--- src/verilog/adc_host_pkg.sv ---
// Constants and carriers for the serial converter host controller.
// Assumes a 250 MHz system clock; all times convert to cycles of it.
package adc_host_pkg;

	// ----------------------------------------------------------------
	// Timing
	// ----------------------------------------------------------------
	localparam int CLK_PERIOD_PS      = 4000;
	localparam int CONV_TIME_NS       = 5000;   // Conversion, high-rate mode
	localparam int QUIET_TIME_NS      = 250;    // Read end to next start edge
	localparam int START_PULSE_NS     = 40;     // Least start pulse width
	localparam int LONG_PULSE_NS      = 6000;   // Long start pulse, auto-sleep
	localparam int WAKE_CONV_NS       = 10000;  // Short pulse wake plus convert
	localparam int SCLK_HALF_NS       = 32;     // 16 MHz max -> 31.25 ns half
	localparam int CONV_CYC   = (CONV_TIME_NS * 1000 + CLK_PERIOD_PS - 1) / CLK_PERIOD_PS;
	localparam int QUIET_CYC  = (QUIET_TIME_NS * 1000 + CLK_PERIOD_PS - 1) / CLK_PERIOD_PS;
	localparam int PULSE_CYC  = (START_PULSE_NS * 1000 + CLK_PERIOD_PS - 1) / CLK_PERIOD_PS;
	localparam int LONG_CYC   = (LONG_PULSE_NS * 1000 + CLK_PERIOD_PS - 1) / CLK_PERIOD_PS;
	localparam int WAKE_CYC   = (WAKE_CONV_NS * 1000 + CLK_PERIOD_PS - 1) / CLK_PERIOD_PS;
	localparam int SCLK_HALF_CYC = (SCLK_HALF_NS * 1000 + CLK_PERIOD_PS - 1) / CLK_PERIOD_PS;

	// ----------------------------------------------------------------
	// Frame
	// ----------------------------------------------------------------
	localparam int FRAME_BITS  = 16;
	localparam int RESULT_BITS = 14;

	typedef struct packed {
		logic        sleep_mode;                // Sample taken in auto-sleep mode
		logic [13:0] code;                      // Raw result, msb first on line
	} sample_t;

	typedef enum logic [2:0] {
		ST_IDLE  = 3'b000,
		ST_PULSE = 3'b001,
		ST_CONV  = 3'b011,
		ST_READ  = 3'b010,
		ST_QUIET = 3'b110
	} host_state_t;

endpackage

--- src/verilog/pin_sync.sv ---
// Two-flop synchroniser for a bundle of level inputs.
// Assumes inputs are asynchronous to i_clk.
`timescale 1ns/1ps
module pin_sync #(
	parameter int WIDTH = 1
) (
	input  wire logic             i_clk,    // Sampling clock
	input  wire logic             i_arst_n, // Async reset, low
	input  wire logic [WIDTH-1:0] i_d,      // Asynchronous levels
	output logic      [WIDTH-1:0] o_q       // Synchronised levels
);
	logic [WIDTH-1:0] meta_reg;

	always_ff @(posedge i_clk or negedge i_arst_n)
	begin
		if (!i_arst_n)
		begin
			meta_reg <= '0;
			o_q      <= '0;
		end
		else
		begin
			meta_reg <= i_d;
			o_q      <= meta_reg;
		end
	end
endmodule

--- src/verilog/sclk_gen.sv ---
// Serial clock generator: emits a given number of clock pulses, idle low.
// Flags each falling edge it makes for data sampling (mode 0 polarity, phase one).
`timescale 1ns/1ps
module sclk_gen #(
	parameter int HALF_CYC = 8
) (
	input  wire logic       i_clk,     // System clock
	input  wire logic       i_arst_n,  // Async reset, low
	input  wire logic       i_go,      // Start a burst, one-cycle pulse
	input  wire logic [4:0] i_pulses,  // Pulses in burst, 1..16
	output logic            o_sclk,    // Serial clock out
	output logic            o_fall,    // Pulse: falling edge made this cycle
	output logic            o_busy     // Burst in progress
);
	initial
	begin
		// The divider is eight bits wide
		if (HALF_CYC < 1 || HALF_CYC > 256)
			$error("HALF_CYC must be 1 to 256");
	end

	logic [7:0] div_reg;
	logic [4:0] left_reg;

	always_ff @(posedge i_clk or negedge i_arst_n)
	begin
		if (!i_arst_n)
		begin
			div_reg  <= 8'h00;
			left_reg <= 5'h00;
			o_sclk   <= 1'b0;
			o_fall   <= 1'b0;
			o_busy   <= 1'b0;
		end
		else
		begin
			o_fall <= 1'b0;
			if (!o_busy)
			begin
				if (i_go)
				begin
					o_busy   <= 1'b1;
					left_reg <= i_pulses;
					div_reg  <= 8'(HALF_CYC - 1);
				end
			end
			else if (div_reg != 8'h00)
				div_reg <= div_reg - 8'h01;
			else
			begin
				div_reg <= 8'(HALF_CYC - 1);
				if (!o_sclk)
					o_sclk <= 1'b1;
				else
				begin
					// Clock returns low after last pulse and stays there
					o_sclk   <= 1'b0;
					o_fall   <= 1'b1;
					left_reg <= left_reg - 5'h01;
					if (left_reg == 5'h01)
						o_busy <= 1'b0;
				end
			end
		end
	end
endmodule

--- src/verilog/adc_host.sv ---
// Host controller for a 14-bit serial sampling converter.
// Drives the start pin and serial clock; samples status and data pins.
//
// Summary of operation
// - One read is exactly 16 clocks
// - Read ends 250 ns before next start
// - Serial clock at most 16 MHz
// - Start level at conversion end picks mode
// - Auto-sleep pulse 40ns-2us or over 6us
// - Serial clock returns and stays low
// - Clock low from start until conversion ends
// - Read may pause between bytes
// - High-rate: may read 5 us after start
// - Host supplies every serial clock edge
// - Select output gates the serial clock
// - SPI polarity zero, phase one
`timescale 1ns/1ps
module adc_host #(
	parameter int CONV_CYC  = adc_host_pkg::CONV_CYC,
	parameter int WAKE_CYC  = adc_host_pkg::WAKE_CYC,
	parameter int LONG_CYC  = adc_host_pkg::LONG_CYC,
	parameter int HALF_CYC  = adc_host_pkg::SCLK_HALF_CYC,
	parameter int BYTE_READ = 0
) (
	input  wire logic         I_CLK_SYS,      // 250 MHz system clock
	input  wire logic         I_ARST_N,       // Async reset, low
	input  wire logic         I_REQ,          // Request one sample, pulse
	input  wire logic         I_SLEEP_MODE,   // 1: auto-sleep, 0: high-rate
	input  wire logic         I_LONG_PULSE,   // Auto-sleep: use long start pulse
	input  wire logic         I_USE_STATUS,   // High-rate: wait on status pin
	input  wire logic         I_BIPOLAR,      // Sign-extend result
	input  wire logic         I_CONV_STATUS,  // Pin: device converting
	input  wire logic         I_SERIAL_OUT_LINE, // Pin: serial data
	output logic              O_CONVERT_START_N, // Pin: start, active low
	output logic              O_SCLK,         // Pin: serial clock
	output logic              O_SELECT,       // Pin: clock gate select, high
	output logic              O_READY,        // Can take a request
	output logic              O_VALID,        // Result valid, one-cycle pulse
	output logic signed [15:0] O_RESULT,      // Result, extended to 16 bits
	output logic              O_FRAME_ERR     // Leading zeros not seen, pulse
);
	// ----------------------------------------------------------------
	// Parameter checks
	// ----------------------------------------------------------------
	initial
	begin
		// The sequencer timer is 16 bits wide; longer waits would wrap
		if (CONV_CYC < 1 || CONV_CYC > 65535)
			$error("adc_host: CONV_CYC out of range");
		if (WAKE_CYC < CONV_CYC || WAKE_CYC > 65535)
			$error("adc_host: WAKE_CYC out of range");
		if (LONG_CYC < 1 || LONG_CYC > 65535)
			$error("adc_host: LONG_CYC out of range");
		if (HALF_CYC < 1 || HALF_CYC > 256)
			$error("adc_host: HALF_CYC out of range");
		if (BYTE_READ != 0 && BYTE_READ != 1)
			$error("adc_host: BYTE_READ must be 0 or 1");
		// A timed read needs some wait left after the start pulse
		if (CONV_CYC <= adc_host_pkg::PULSE_CYC)
			$error("adc_host: CONV_CYC not above the start pulse");
	end

	// ----------------------------------------------------------------
	// Pin synchronisers
	// ----------------------------------------------------------------
	logic [1:0] pins_sync;
	logic       status_s;
	logic       serial_out_line_s;

	pin_sync #(.WIDTH(2)) u_sync (
		.i_clk    (I_CLK_SYS),
		.i_arst_n (I_ARST_N),
		.i_d      ({I_CONV_STATUS, I_SERIAL_OUT_LINE}),
		.o_q      (pins_sync)
	);
	assign status_s = pins_sync[1];
	assign serial_out_line_s  = pins_sync[0];

	// ----------------------------------------------------------------
	// Serial clock generator
	// ----------------------------------------------------------------
	logic       sclk_go;
	logic [4:0] sclk_pulses;
	logic       sclk_fall;
	logic       sclk_busy;

	sclk_gen #(.HALF_CYC(HALF_CYC)) u_sclk (
		.i_clk    (I_CLK_SYS),
		.i_arst_n (I_ARST_N),
		.i_go     (sclk_go),
		.i_pulses (sclk_pulses),
		.o_sclk   (O_SCLK),
		.o_fall   (sclk_fall),
		.o_busy   (sclk_busy)
	);

	// ----------------------------------------------------------------
	// Sequencer
	// ----------------------------------------------------------------
	adc_host_pkg::host_state_t state_reg;
	logic [15:0]                timer_reg;
	logic                       sleep_reg;
	logic                       long_reg;
	logic                       status_seen_reg;
	logic [4:0]                 bits_reg;
	logic [15:0]                shift_reg;
	logic                       burst_reg;

	// Pin sync delays the status edge by two cycles; timeouts cover that
	function automatic logic [15:0] to16(input int v);
		to16 = 16'(v);
	endfunction

	// Wait after the start pulse. A device left asleep by an earlier long
	// pulse also needs its wake time, so the status watchdog allows it;
	// the long auto-sleep pulse waits the bare conversion time, and the timed read without status that time less the start pulse.
	function automatic logic [15:0] conv_wait(input logic sleep,
	                                          input logic long_p,
	                                          input logic use_status);
		if (sleep && !long_p)
			conv_wait = to16(WAKE_CYC);
		else if (sleep)
			conv_wait = to16(CONV_CYC);
		else if (use_status)
			conv_wait = to16(WAKE_CYC);
		else
			conv_wait = to16(CONV_CYC - adc_host_pkg::PULSE_CYC);
	endfunction

	// Two leading zeros show the read stayed in step with the device
	function automatic logic lead_ok(input logic [15:0] frame);
		lead_ok = (frame[15:14] == 2'b00);
	endfunction

	// Bipolar ranges are two's complement, so the msb carries the sign
	function automatic logic [15:0] extend_code(input logic [13:0] code,
	                                            input logic        bipolar);
		extend_code = bipolar ? {{2{code[13]}}, code} : {2'b00, code};
	endfunction

	always_ff @(posedge I_CLK_SYS or negedge I_ARST_N)
	begin
		if (!I_ARST_N)
		begin
			state_reg       <= adc_host_pkg::ST_IDLE;
			timer_reg       <= 16'h0000;
			sleep_reg       <= 1'b0;
			long_reg        <= 1'b0;
			O_CONVERT_START_N <= 1'b1;
		end
		else
		begin
			if (timer_reg != 16'h0000)
				timer_reg <= timer_reg - 16'h0001;
			case (state_reg)
			adc_host_pkg::ST_IDLE:
				if (I_REQ)
				begin
					// Clock is already low here, so the device resets its counter
					O_CONVERT_START_N <= 1'b0;
					sleep_reg <= I_SLEEP_MODE;
					long_reg  <= I_LONG_PULSE;
					if (I_SLEEP_MODE && I_LONG_PULSE)
						timer_reg <= to16(LONG_CYC);
					else
						timer_reg <= to16(adc_host_pkg::PULSE_CYC);
					state_reg <= adc_host_pkg::ST_PULSE;
				end
			adc_host_pkg::ST_PULSE:
				// High-rate returns high before conversion ends; auto-sleep
				// short pulse also ends early, long one ends after 6 us
				if (timer_reg == 16'h0000)
				begin
					O_CONVERT_START_N <= 1'b1;
					timer_reg <= conv_wait(sleep_reg, long_reg, I_USE_STATUS);
					state_reg <= adc_host_pkg::ST_CONV;
				end
			adc_host_pkg::ST_CONV:
			begin
				// Wait status fall, or fixed time when status is not used
				if ((status_seen_reg && !status_s
				     && (sleep_reg || I_USE_STATUS))
				    || timer_reg == 16'h0000)
					state_reg <= adc_host_pkg::ST_READ;
			end
			adc_host_pkg::ST_READ:
				if (bits_reg == 5'd16 && !sclk_busy && !burst_reg)
				begin
					timer_reg <= to16(adc_host_pkg::QUIET_CYC);
					state_reg <= adc_host_pkg::ST_QUIET;
				end
			adc_host_pkg::ST_QUIET:
				if (timer_reg == 16'h0000)
					state_reg <= adc_host_pkg::ST_IDLE;
			default:
				state_reg <= adc_host_pkg::ST_IDLE;
			endcase
		end
	end

	// ----------------------------------------------------------------
	// Read engine: sixteen pulses, whole or as two bytes
	// ----------------------------------------------------------------
	logic in_read;
	logic in_idle;

	assign in_read     = (state_reg == adc_host_pkg::ST_READ);
	assign in_idle     = (state_reg == adc_host_pkg::ST_IDLE);
	assign sclk_pulses = (BYTE_READ != 0) ? 5'd8 : 5'd16;
	// A fall still in flight has not been counted yet; without the last
	// term the generator would be restarted for a needless extra burst
	assign sclk_go     = in_read && !sclk_busy && !burst_reg
	                     && bits_reg != 5'd16
	                     && !sclk_fall;
	assign O_READY     = in_idle;

	always_ff @(posedge I_CLK_SYS or negedge I_ARST_N)
	begin
		if (!I_ARST_N)
		begin
			bits_reg  <= 5'h00;
			shift_reg <= 16'h0000;
			burst_reg <= 1'b0;
		end
		else
		begin
			burst_reg <= sclk_go;
			// Our count clears in idle; the device clears its own on the
			// start edge, which only ever leaves idle with the clock low
			if (in_idle)
				bits_reg <= 5'h00;
			// Sample at our falling edge; data stays valid across it, and
			// the two-flop delay is shorter than a half period
			else if (sclk_fall && bits_reg != 5'd16)
			begin
				shift_reg <= {shift_reg[14:0], serial_out_line_s};
				bits_reg  <= bits_reg + 5'h01;
			end
		end
	end

	// ----------------------------------------------------------------
	// Clock gate select
	// ----------------------------------------------------------------
	// Select follows the read state one cycle late, so a shared port never passes
	// a clock edge to this device outside it
	always_ff @(posedge I_CLK_SYS or negedge I_ARST_N)
	begin
		if (!I_ARST_N)
			O_SELECT <= 1'b0;
		else
			O_SELECT <= in_read;
	end

	// ----------------------------------------------------------------
	// Status watch
	// ----------------------------------------------------------------
	// Only a fall after status was seen high counts: a status that ended
	// during the start pulse must not pass for a finished conversion.
	// Cleared in idle so each conversion starts from a clean slate.
	always_ff @(posedge I_CLK_SYS or negedge I_ARST_N)
	begin
		if (!I_ARST_N)
			status_seen_reg <= 1'b0;
		else if (in_idle)
			status_seen_reg <= 1'b0;
		else if (state_reg == adc_host_pkg::ST_CONV && status_s)
			status_seen_reg <= 1'b1;
	end

	// ----------------------------------------------------------------
	// Result formatting
	// ----------------------------------------------------------------
	// The result holds between samples so a slow reader sees a stable word
	logic done_pulse;
	assign done_pulse = in_read && bits_reg == 5'd16 && !sclk_busy && !burst_reg;

	always_ff @(posedge I_CLK_SYS or negedge I_ARST_N)
	begin
		if (!I_ARST_N)
		begin
			O_VALID     <= 1'b0;
			O_RESULT    <= 16'sh0000;
			O_FRAME_ERR <= 1'b0;
		end
		else
		begin
			O_VALID     <= done_pulse;
			O_FRAME_ERR <= done_pulse && !lead_ok(shift_reg);
			if (done_pulse)
				O_RESULT <= extend_code(shift_reg[13:0], I_BIPOLAR);
		end
	end
endmodule

--- config.mk ---
export PLATFORM = sky130hd
export DESIGN_NAME = adc_host
export DESIGN_NICKNAME = d
export VERILOG_FILES = /design/src/verilog/adc_host_pkg.sv /design/src/verilog/pin_sync.sv /design/src/verilog/sclk_gen.sv /design/src/verilog/adc_host.sv
export SDC_FILE = /design/constraint.sdc
export NUM_CORES = 1
export LEC_CHECK = 0
export BUFFER_PORTS_ARGS = -buffer_cell sky130_fd_sc_hd__buf_2
export CORE_ASPECT_RATIO = 2
export CORE_MARGIN = 1
export CORE_UTILIZATION = 60
export DETAILED_ROUTE_END_ITERATION = 6
export PLACE_DENSITY = 0.8
export SYNTH_ARGS = -nofsm -noshare
export SYNTH_HDL_FRONTEND = slang
export SYNTH_SLANG_ARGS = --single-unit
--- constraint.sdc ---
create_clock -name I_CLK_SYS -period 2.91 [get_ports I_CLK_SYS]
set_clock_uncertainty 0.05 [all_clocks]
set_input_delay 0.582 -clock I_CLK_SYS [delete_from_list [all_inputs] [get_ports I_CLK_SYS]]
set_output_delay 0.582 -clock I_CLK_SYS [all_outputs]
set_load 0.01 [all_outputs]
==> results of run 1 <==
## metal layers
| layer | up-vias | global-route usage (%) | routed length, um |
|---|---|---|---|
| li1 | 1311 | - | - |
| met1 | 1354 | 25.70 | 2865 |
| met2 | 54 | 45.38 | 4349 |
| met3 | 30 | 5.804 | 235 |
| met4 | 0 | 17.14 | 363 |
| met5 | - | 0 | 0 |
## cell type report
| class | instances | share of cell area (%) |
|---|---|---|
| flip-flops and latches | 83 | 47.46 |
| multi-input cells | 244 | 38.00 |
| clock buffers | 9 | 5.143 |
| repair buffers | 34 | 4.457 |
| well taps | 86 | 2.457 |
| clock inverters | 5 | 1.286 |
| inverters | 14 | 1.200 |
## placed cells by master (no fill, tap or decap), types with 11 or more instances in the layout
cell,count
nand3_1,14
o21ai_0,13
nor2_1,32
dfrtp_1,82
inv_1,13
buf_2,29
nand2_1,36
a21oi_1,15
mux2_2,30
xor2_1,11
## metrics by stage
stage          hold slack (ns)  util, %  instance area, um2  total power, W  std cells
6_report                0.2242    69.97                4379        0.002893        475
5_1_grt                 0.2524    69.97                4379        0.003026        475
4_1_cts                 0.2418    69.97                4379        0.002920        475
3_5_place_dp            0.2873    65.47                4098        0.001841        461
3_3_place_gp            0.2822    65.47                4098        0.001820        461
2_1_floorplan           0.2364        -                3875        0.001698        354
## logic make-up after synthesis
kind of cell / count (synthesis) / share of synthesized area [%]
xor+xnor: 17 / 3.842
fa+ha+maj: 8 / 2.583
buf+inv: 27 / 3.422
flops: 83 / 53.63
simple gates: 132 / 17.99
mux: 32 / 9.235
compound gates: 55 / 9.299
## report_power, final
| part | internal [W] | leakage (nW) | total, W | switching, W |
|---|---|---|---|---|
| combinational | 0.000193 | 0.915 | 0.000436 | 0.000243 |
| sequential | 0.00126 | 1.11 | 0.00139 | 0.000134 |
| clock | 0.000652 | 0.137 | 0.00107 | 0.000414 |
## worst paths after layout
kind                                         start           endpoint  slack, ns  depth (start not counted)
min in group I_CLK_SYS          u_sync.meta_reg[0]      u_sync.o_q[0]       0.30                          0
worst min-delay path                      I_ARST_N      timer_reg[14]       0.22                          2
worst max register to register       timer_reg[12]       timer_reg[8]       0.61                          6
worst min register to register  u_sync.meta_reg[0]      u_sync.o_q[0]       0.30                          0
worst max-delay path                 timer_reg[12]       timer_reg[8]       0.61                          6
max in group asynchronous                 I_ARST_N  O_CONVERT_START_N       2.23                          2
## critical path, cell delays in order (launching register included)
cell and delay (ns):
dfrtp_1 0.40, nor4_2 0.55, and4_1 0.52, inv_2 0.14, o22ai_4 0.20, and3_1 0.20, o221ai_1 0.11
==> impl_metrics.py, run 1 <==
metrics = {
    "synthesis": {
        "ys_warn_count": 0,
        "synth_area_leaders": "dfrtp_1 53%, mux2_2 8.7%, nand2_1 3.5%",
        "synth_edf_count": 0,
        "syn-num-nets": 371,
        "yosysMostFrequentCell": "dfrtp_1",
        "synth-seq-cells": 83,
        "synthesis.area_um2": 3875,
        "synthFlopType": "dfrtp_1",
        "syn_inst": 354,
        "synth_common_cells": "82 x dfrtp_1, 36 x nand2_1, 32 x nor2_1, 30 x mux2_2, 15 x a21oi_1",
        "syn_area_per_cell_um2": 10.95,
        "synth_top_area_share_pct": 52.95,
        "synth.distinct_cells": 58,
        "seq_area_frac_synth_pct": 53.63,
        "synth_area_leader_cell": "dfrtp_1",
        "ys_async_sr_fraction_pct": 100.0,
    },
    "layout": {
        "synthToLayoutAreaGrowth_pct": 13.01,
        "multi_input_area_um2": 1664,
        "drive_above_1_share_pct": 24.68,
        "nets": 403,
        "diodes": 0,
        "ff_latch_area_um2": 2078,
        "nFillCells": 493,
    },
    "critical_path": {
        "critPathMaxFanout": 10,
        "worstPathArrival_ns": 2.45,
        "end_kind": "flop",
        "path_class": "flop to flop",
        "worst_setup_path_start_kind": "flop",
        "required_ns": 3.06,
    },
    "global_routing": {
        "grt_usage_pct": 25.59,
        "grt_pass1_vias": 2826,
        "antenna_found_initial": 0,
        "grt_pass1_wl_um": 12790,
        "grt_remaining_overflow": 0,
        "grt_max_degree": 84,
    },
    "floorplan": {
        "rows": 41,
        "die_h_um": 115.7,
        "die_x_um": 58.83,
        "ios": 31,
        "core_area_um2": 6259,
        "die_area_um2": 6803,
        "start_util_pct": 61.92,
    },
    "clock_network": {
        "cts_setup_buffers": 0,
        "post_cts_resized": 0,
        "cts_tree": "built",
        "cts-root-buf": "clkbuf_16",
        "h-tree-depth": 3,
        "clkLatencyLatePin_ns": 0.33,
        "cts_inserted_buffers": 9,
        "clockBufferDepth": 2,
        "hold_buffers": 0,
        "clk_pin_slew_ns": 0.06,
        "clock-sinks": 83,
    },
    "drt": {
        "drt_iter0_drc": 158,
        "vias": 2749,
        "wl_um": 7814,
        "dr.pass1.iters": 4,
        "post_drt_via_cell_ratio": 5.787,
        "drc": 0,
        "antenna_left": 0,
        "routedWlPerCell_um": 16.45,
    },
    "sta": {
        "worstMarginPinSlew_ns": 0.5547,
        "min_period_over_period_pct": 79.21,
        "timing.fmax_mhz": 433.9,
        "slew-limit-headroom_pct": 62.71,
        "maxSlewViolCount": 0,
        "fin_ws_ns": 0.6051,
        "setup_viol": 0,
        "hold_violations": 0,
        "post-route-min-period_ns": 2.305,
        "rsz0062_at_grt": "false",
        "setup_tns_ns": 0,
    },
    "power": {
        "p_leak_nw": 2.165,
        "power_density_nw_per_um2": 660.7,
        "ir_worst_vdd_v": 0.0004160,
    },
    "min_path": {
        "min_path_type": "primary input to asynchronous set/reset pin",
    },
    "run_status": {
        "status": "complete, no violations",
    },
    "placement": {
        "place_ws_ns": 0.5944,
        "place_hpwl_um": 5572,
        "port_buffers": 30,
        "gp_congestion": 0.8913,
    },
    "job": {
        "cap_violations": 0,
    },
}
Power figures use the tool's default switching activity.
==> run 2, diff against run 1 <==
--- a/config.mk
+++ b/config.mk
@@ -8,9 +8,9 @@
 export BUFFER_PORTS_ARGS = -buffer_cell sky130_fd_sc_hd__buf_2
 export CORE_ASPECT_RATIO = 2
 export CORE_MARGIN = 1
-export CORE_UTILIZATION = 60
+export CORE_UTILIZATION = 59
 export DETAILED_ROUTE_END_ITERATION = 6
-export PLACE_DENSITY = 0.8
+export PLACE_DENSITY = 0.79
 export SYNTH_ARGS = -nofsm -noshare
 export SYNTH_HDL_FRONTEND = slang
 export SYNTH_SLANG_ARGS = --single-unit
==> constraint.sdc (replaced) <==
create_clock -name I_CLK_SYS -period 2.3 [get_ports I_CLK_SYS]
set_clock_uncertainty 0.05 [all_clocks]
set_input_delay 0.46 -clock I_CLK_SYS [delete_from_list [all_inputs] [get_ports I_CLK_SYS]]
set_output_delay 0.46 -clock I_CLK_SYS [all_outputs]
set_load 0.01 [all_outputs]
==> run 2 against run 1 <==
  * Fmax rose by 8.4%
  * Non-clock buffer count up 5
  * Register-to-register slack worse by 0.43 ns
  * Die area increased by 1.7%
  * Critical path depth is 2 higher
  * Sequential cell count unchanged
  * Core utilization is 0.64 points higher
  * Largest power group unchanged
  * Combinational power up 35%
  * Cell count rose by 1.5%
==> impl_metrics.py, run 2 (synthesis gave the netlist of run 1 again) <==
metrics = {
    "run_status": {
        "status": "complete, no violations",
    },
    "sta": {
        "hold_violations": 0,
        "slew-limit-headroom_pct": 69.27,
        "post-route-min-period_ns": 2.126,
        "rsz0062_at_grt": "false",
        "worstMarginPinSlew_ns": 0.4561,
        "min_period_over_period_pct": 92.43,
        "maxSlewViolCount": 0,
        "fin_ws_ns": 0.1740,
        "setup_tns_ns": 0,
        "timing.fmax_mhz": 470.4,
        "setup_viol": 0,
    },
    "drt": {
        "post_drt_via_cell_ratio": 5.822,
        "drt_iter0_drc": 79,
        "dr.pass1.iters": 4,
        "drc": 0,
        "wl_um": 8146,
        "routedWlPerCell_um": 16.90,
        "antenna_left": 0,
        "vias": 2806,
    },
    "placement": {
        "gp_congestion": 0.9316,
        "place_hpwl_um": 5773,
        "port_buffers": 30,
        "place_ws_ns": 0.1242,
        "placed_area_um2": 4120,
        "place_inst": 464,
    },
    "critical_path": {
        "critPathMaxFanout": 10,
        "reg2reg_slack_ns": 0.17,
        "required_ns": 2.44,
        "path_class": "flop to flop",
        "worst_setup_path_start_kind": "flop",
        "worstPathArrival_ns": 2.26,
        "end_kind": "flop",
    },
    "floorplan": {
        "core_area_um2": 6310,
        "die_x_um": 59.31,
        "die_h_um": 116.6,
        "rows": 41,
        "ios": 31,
        "die_area_um2": 6916,
        "start_util_pct": 61.41,
    },
    "layout": {
        "diodes": 0,
        "stdcell_area_um2": 4456,
        "nets": 408,
        "layout_common_cells": "82 x dfrtp_1, 36 x nand2_1, 32 x nor2_1, 30 x mux2_2, 29 x buf_2",
        "drive_above_1_share_pct": 26.01,
        "synthToLayoutAreaGrowth_pct": 14.98,
        "final_common_cell": "dfrtp_1",
        "fin_cells": 482,
    },
    "clock_network": {
        "cts-root-buf": "clkbuf_16",
        "clk_pin_slew_ns": 0.06,
        "clockBufferDepth": 2,
        "hold_buffers": 0,
        "cts_tree": "built",
        "cts_inserted_buffers": 9,
        "h-tree-depth": 3,
        "clkLatencyLatePin_ns": 0.34,
        "clock-sinks": 83,
    },
    "global_routing": {
        "grt_usage_pct": 26.63,
        "grt_max_degree": 55,
        "antenna_found_initial": 0,
        "grt_remaining_overflow": 0,
        "grt_pass1_vias": 2905,
        "grt_pass1_wl_um": 13280,
    },
    "job": {
        "cap_violations": 0,
    },
    "power": {
        "power_density_nw_per_um2": 861.8,
        "ir_worst_vdd_v": 0.0006206,
        "p_leak_nw": 2.197,
        "total_power_w": 0.003840,
    },
    "min_path": {
        "min_path_type": "primary input to asynchronous set/reset pin",
    },
}
## run 2: cell type report
| type | count | area (um2) |
|---|---|---|
| Timing Repair Buffer | 39 | 232.7 |
| Inverter | 14 | 52.55 |
| Clock buffer | 11 | 232.7 |
| Tap cell | 86 | 107.6 |
| Clock inverter | 5 | 80.08 |
| Sequential cell | 83 | 2078 |
| Fill cell | 462 | 1854 |
| Multi-Input combinational cell | 244 | 1672 |
## run 2: power by group
part           internal (W)  switching (W)  total (W)  leakage [nW]
Sequential          0.00159       0.000164    0.00175          1.11
Clock              0.000949       0.000548    0.00150         0.146
Combinational      0.000267       0.000322   0.000589         0.939
Total               0.00281        0.00103    0.00384          2.20
## run 2: through the flow
stage | util [%] | hold WS, ns
final | 70.61 | 0.0001253
after floorplan | - | 0.1144
after CTS | 70.26 | 0.005336
after global placement | 65.30 | 0.2890
after global routing | 70.61 | 0.02186
after detailed placement | 65.30 | 0.2896
## run 2: worst max-delay path, stage by stage, from the launching register on
cell	delay (ns)
dfrtp_1	0.37
inv_1	0.08
ha_1	0.19
nor3b_1	0.26
and4_2	0.40
inv_2	0.11
o22ai_4	0.19
and3_1	0.20
o221ai_1	0.12
## run 2: metal layers
layer,global-route usage [%],wire length [um]
met4,20.16,390
met2,45.84,4591
met3,6.091,248
met5,0,0
met1,26.89,2916
## run 2: final timing paths
| kind | from | end | cells past startpoint |
|---|---|---|---|
| setup / recovery | timer_reg[0] | timer_reg[8] | 8 |
| hold / removal | I_ARST_N | timer_reg[14] | 1 |
| setup reg to reg | timer_reg[0] | timer_reg[8] | 8 |
| hold reg to reg | u_sync.meta_reg[0] | u_sync.o_q[0] | 0 |
| max in group asynchronous | I_ARST_N | O_CONVERT_START_N | 2 |
| min in group I_CLK_SYS | I_CONV_STATUS | u_sync.meta_reg[1] | 1 |
## run 2: repair_timing
action                     in CTS  in global routing
gates resized for setup         0                  2
buffers inserted                0                  2
setup endpoints to repair       0                  3
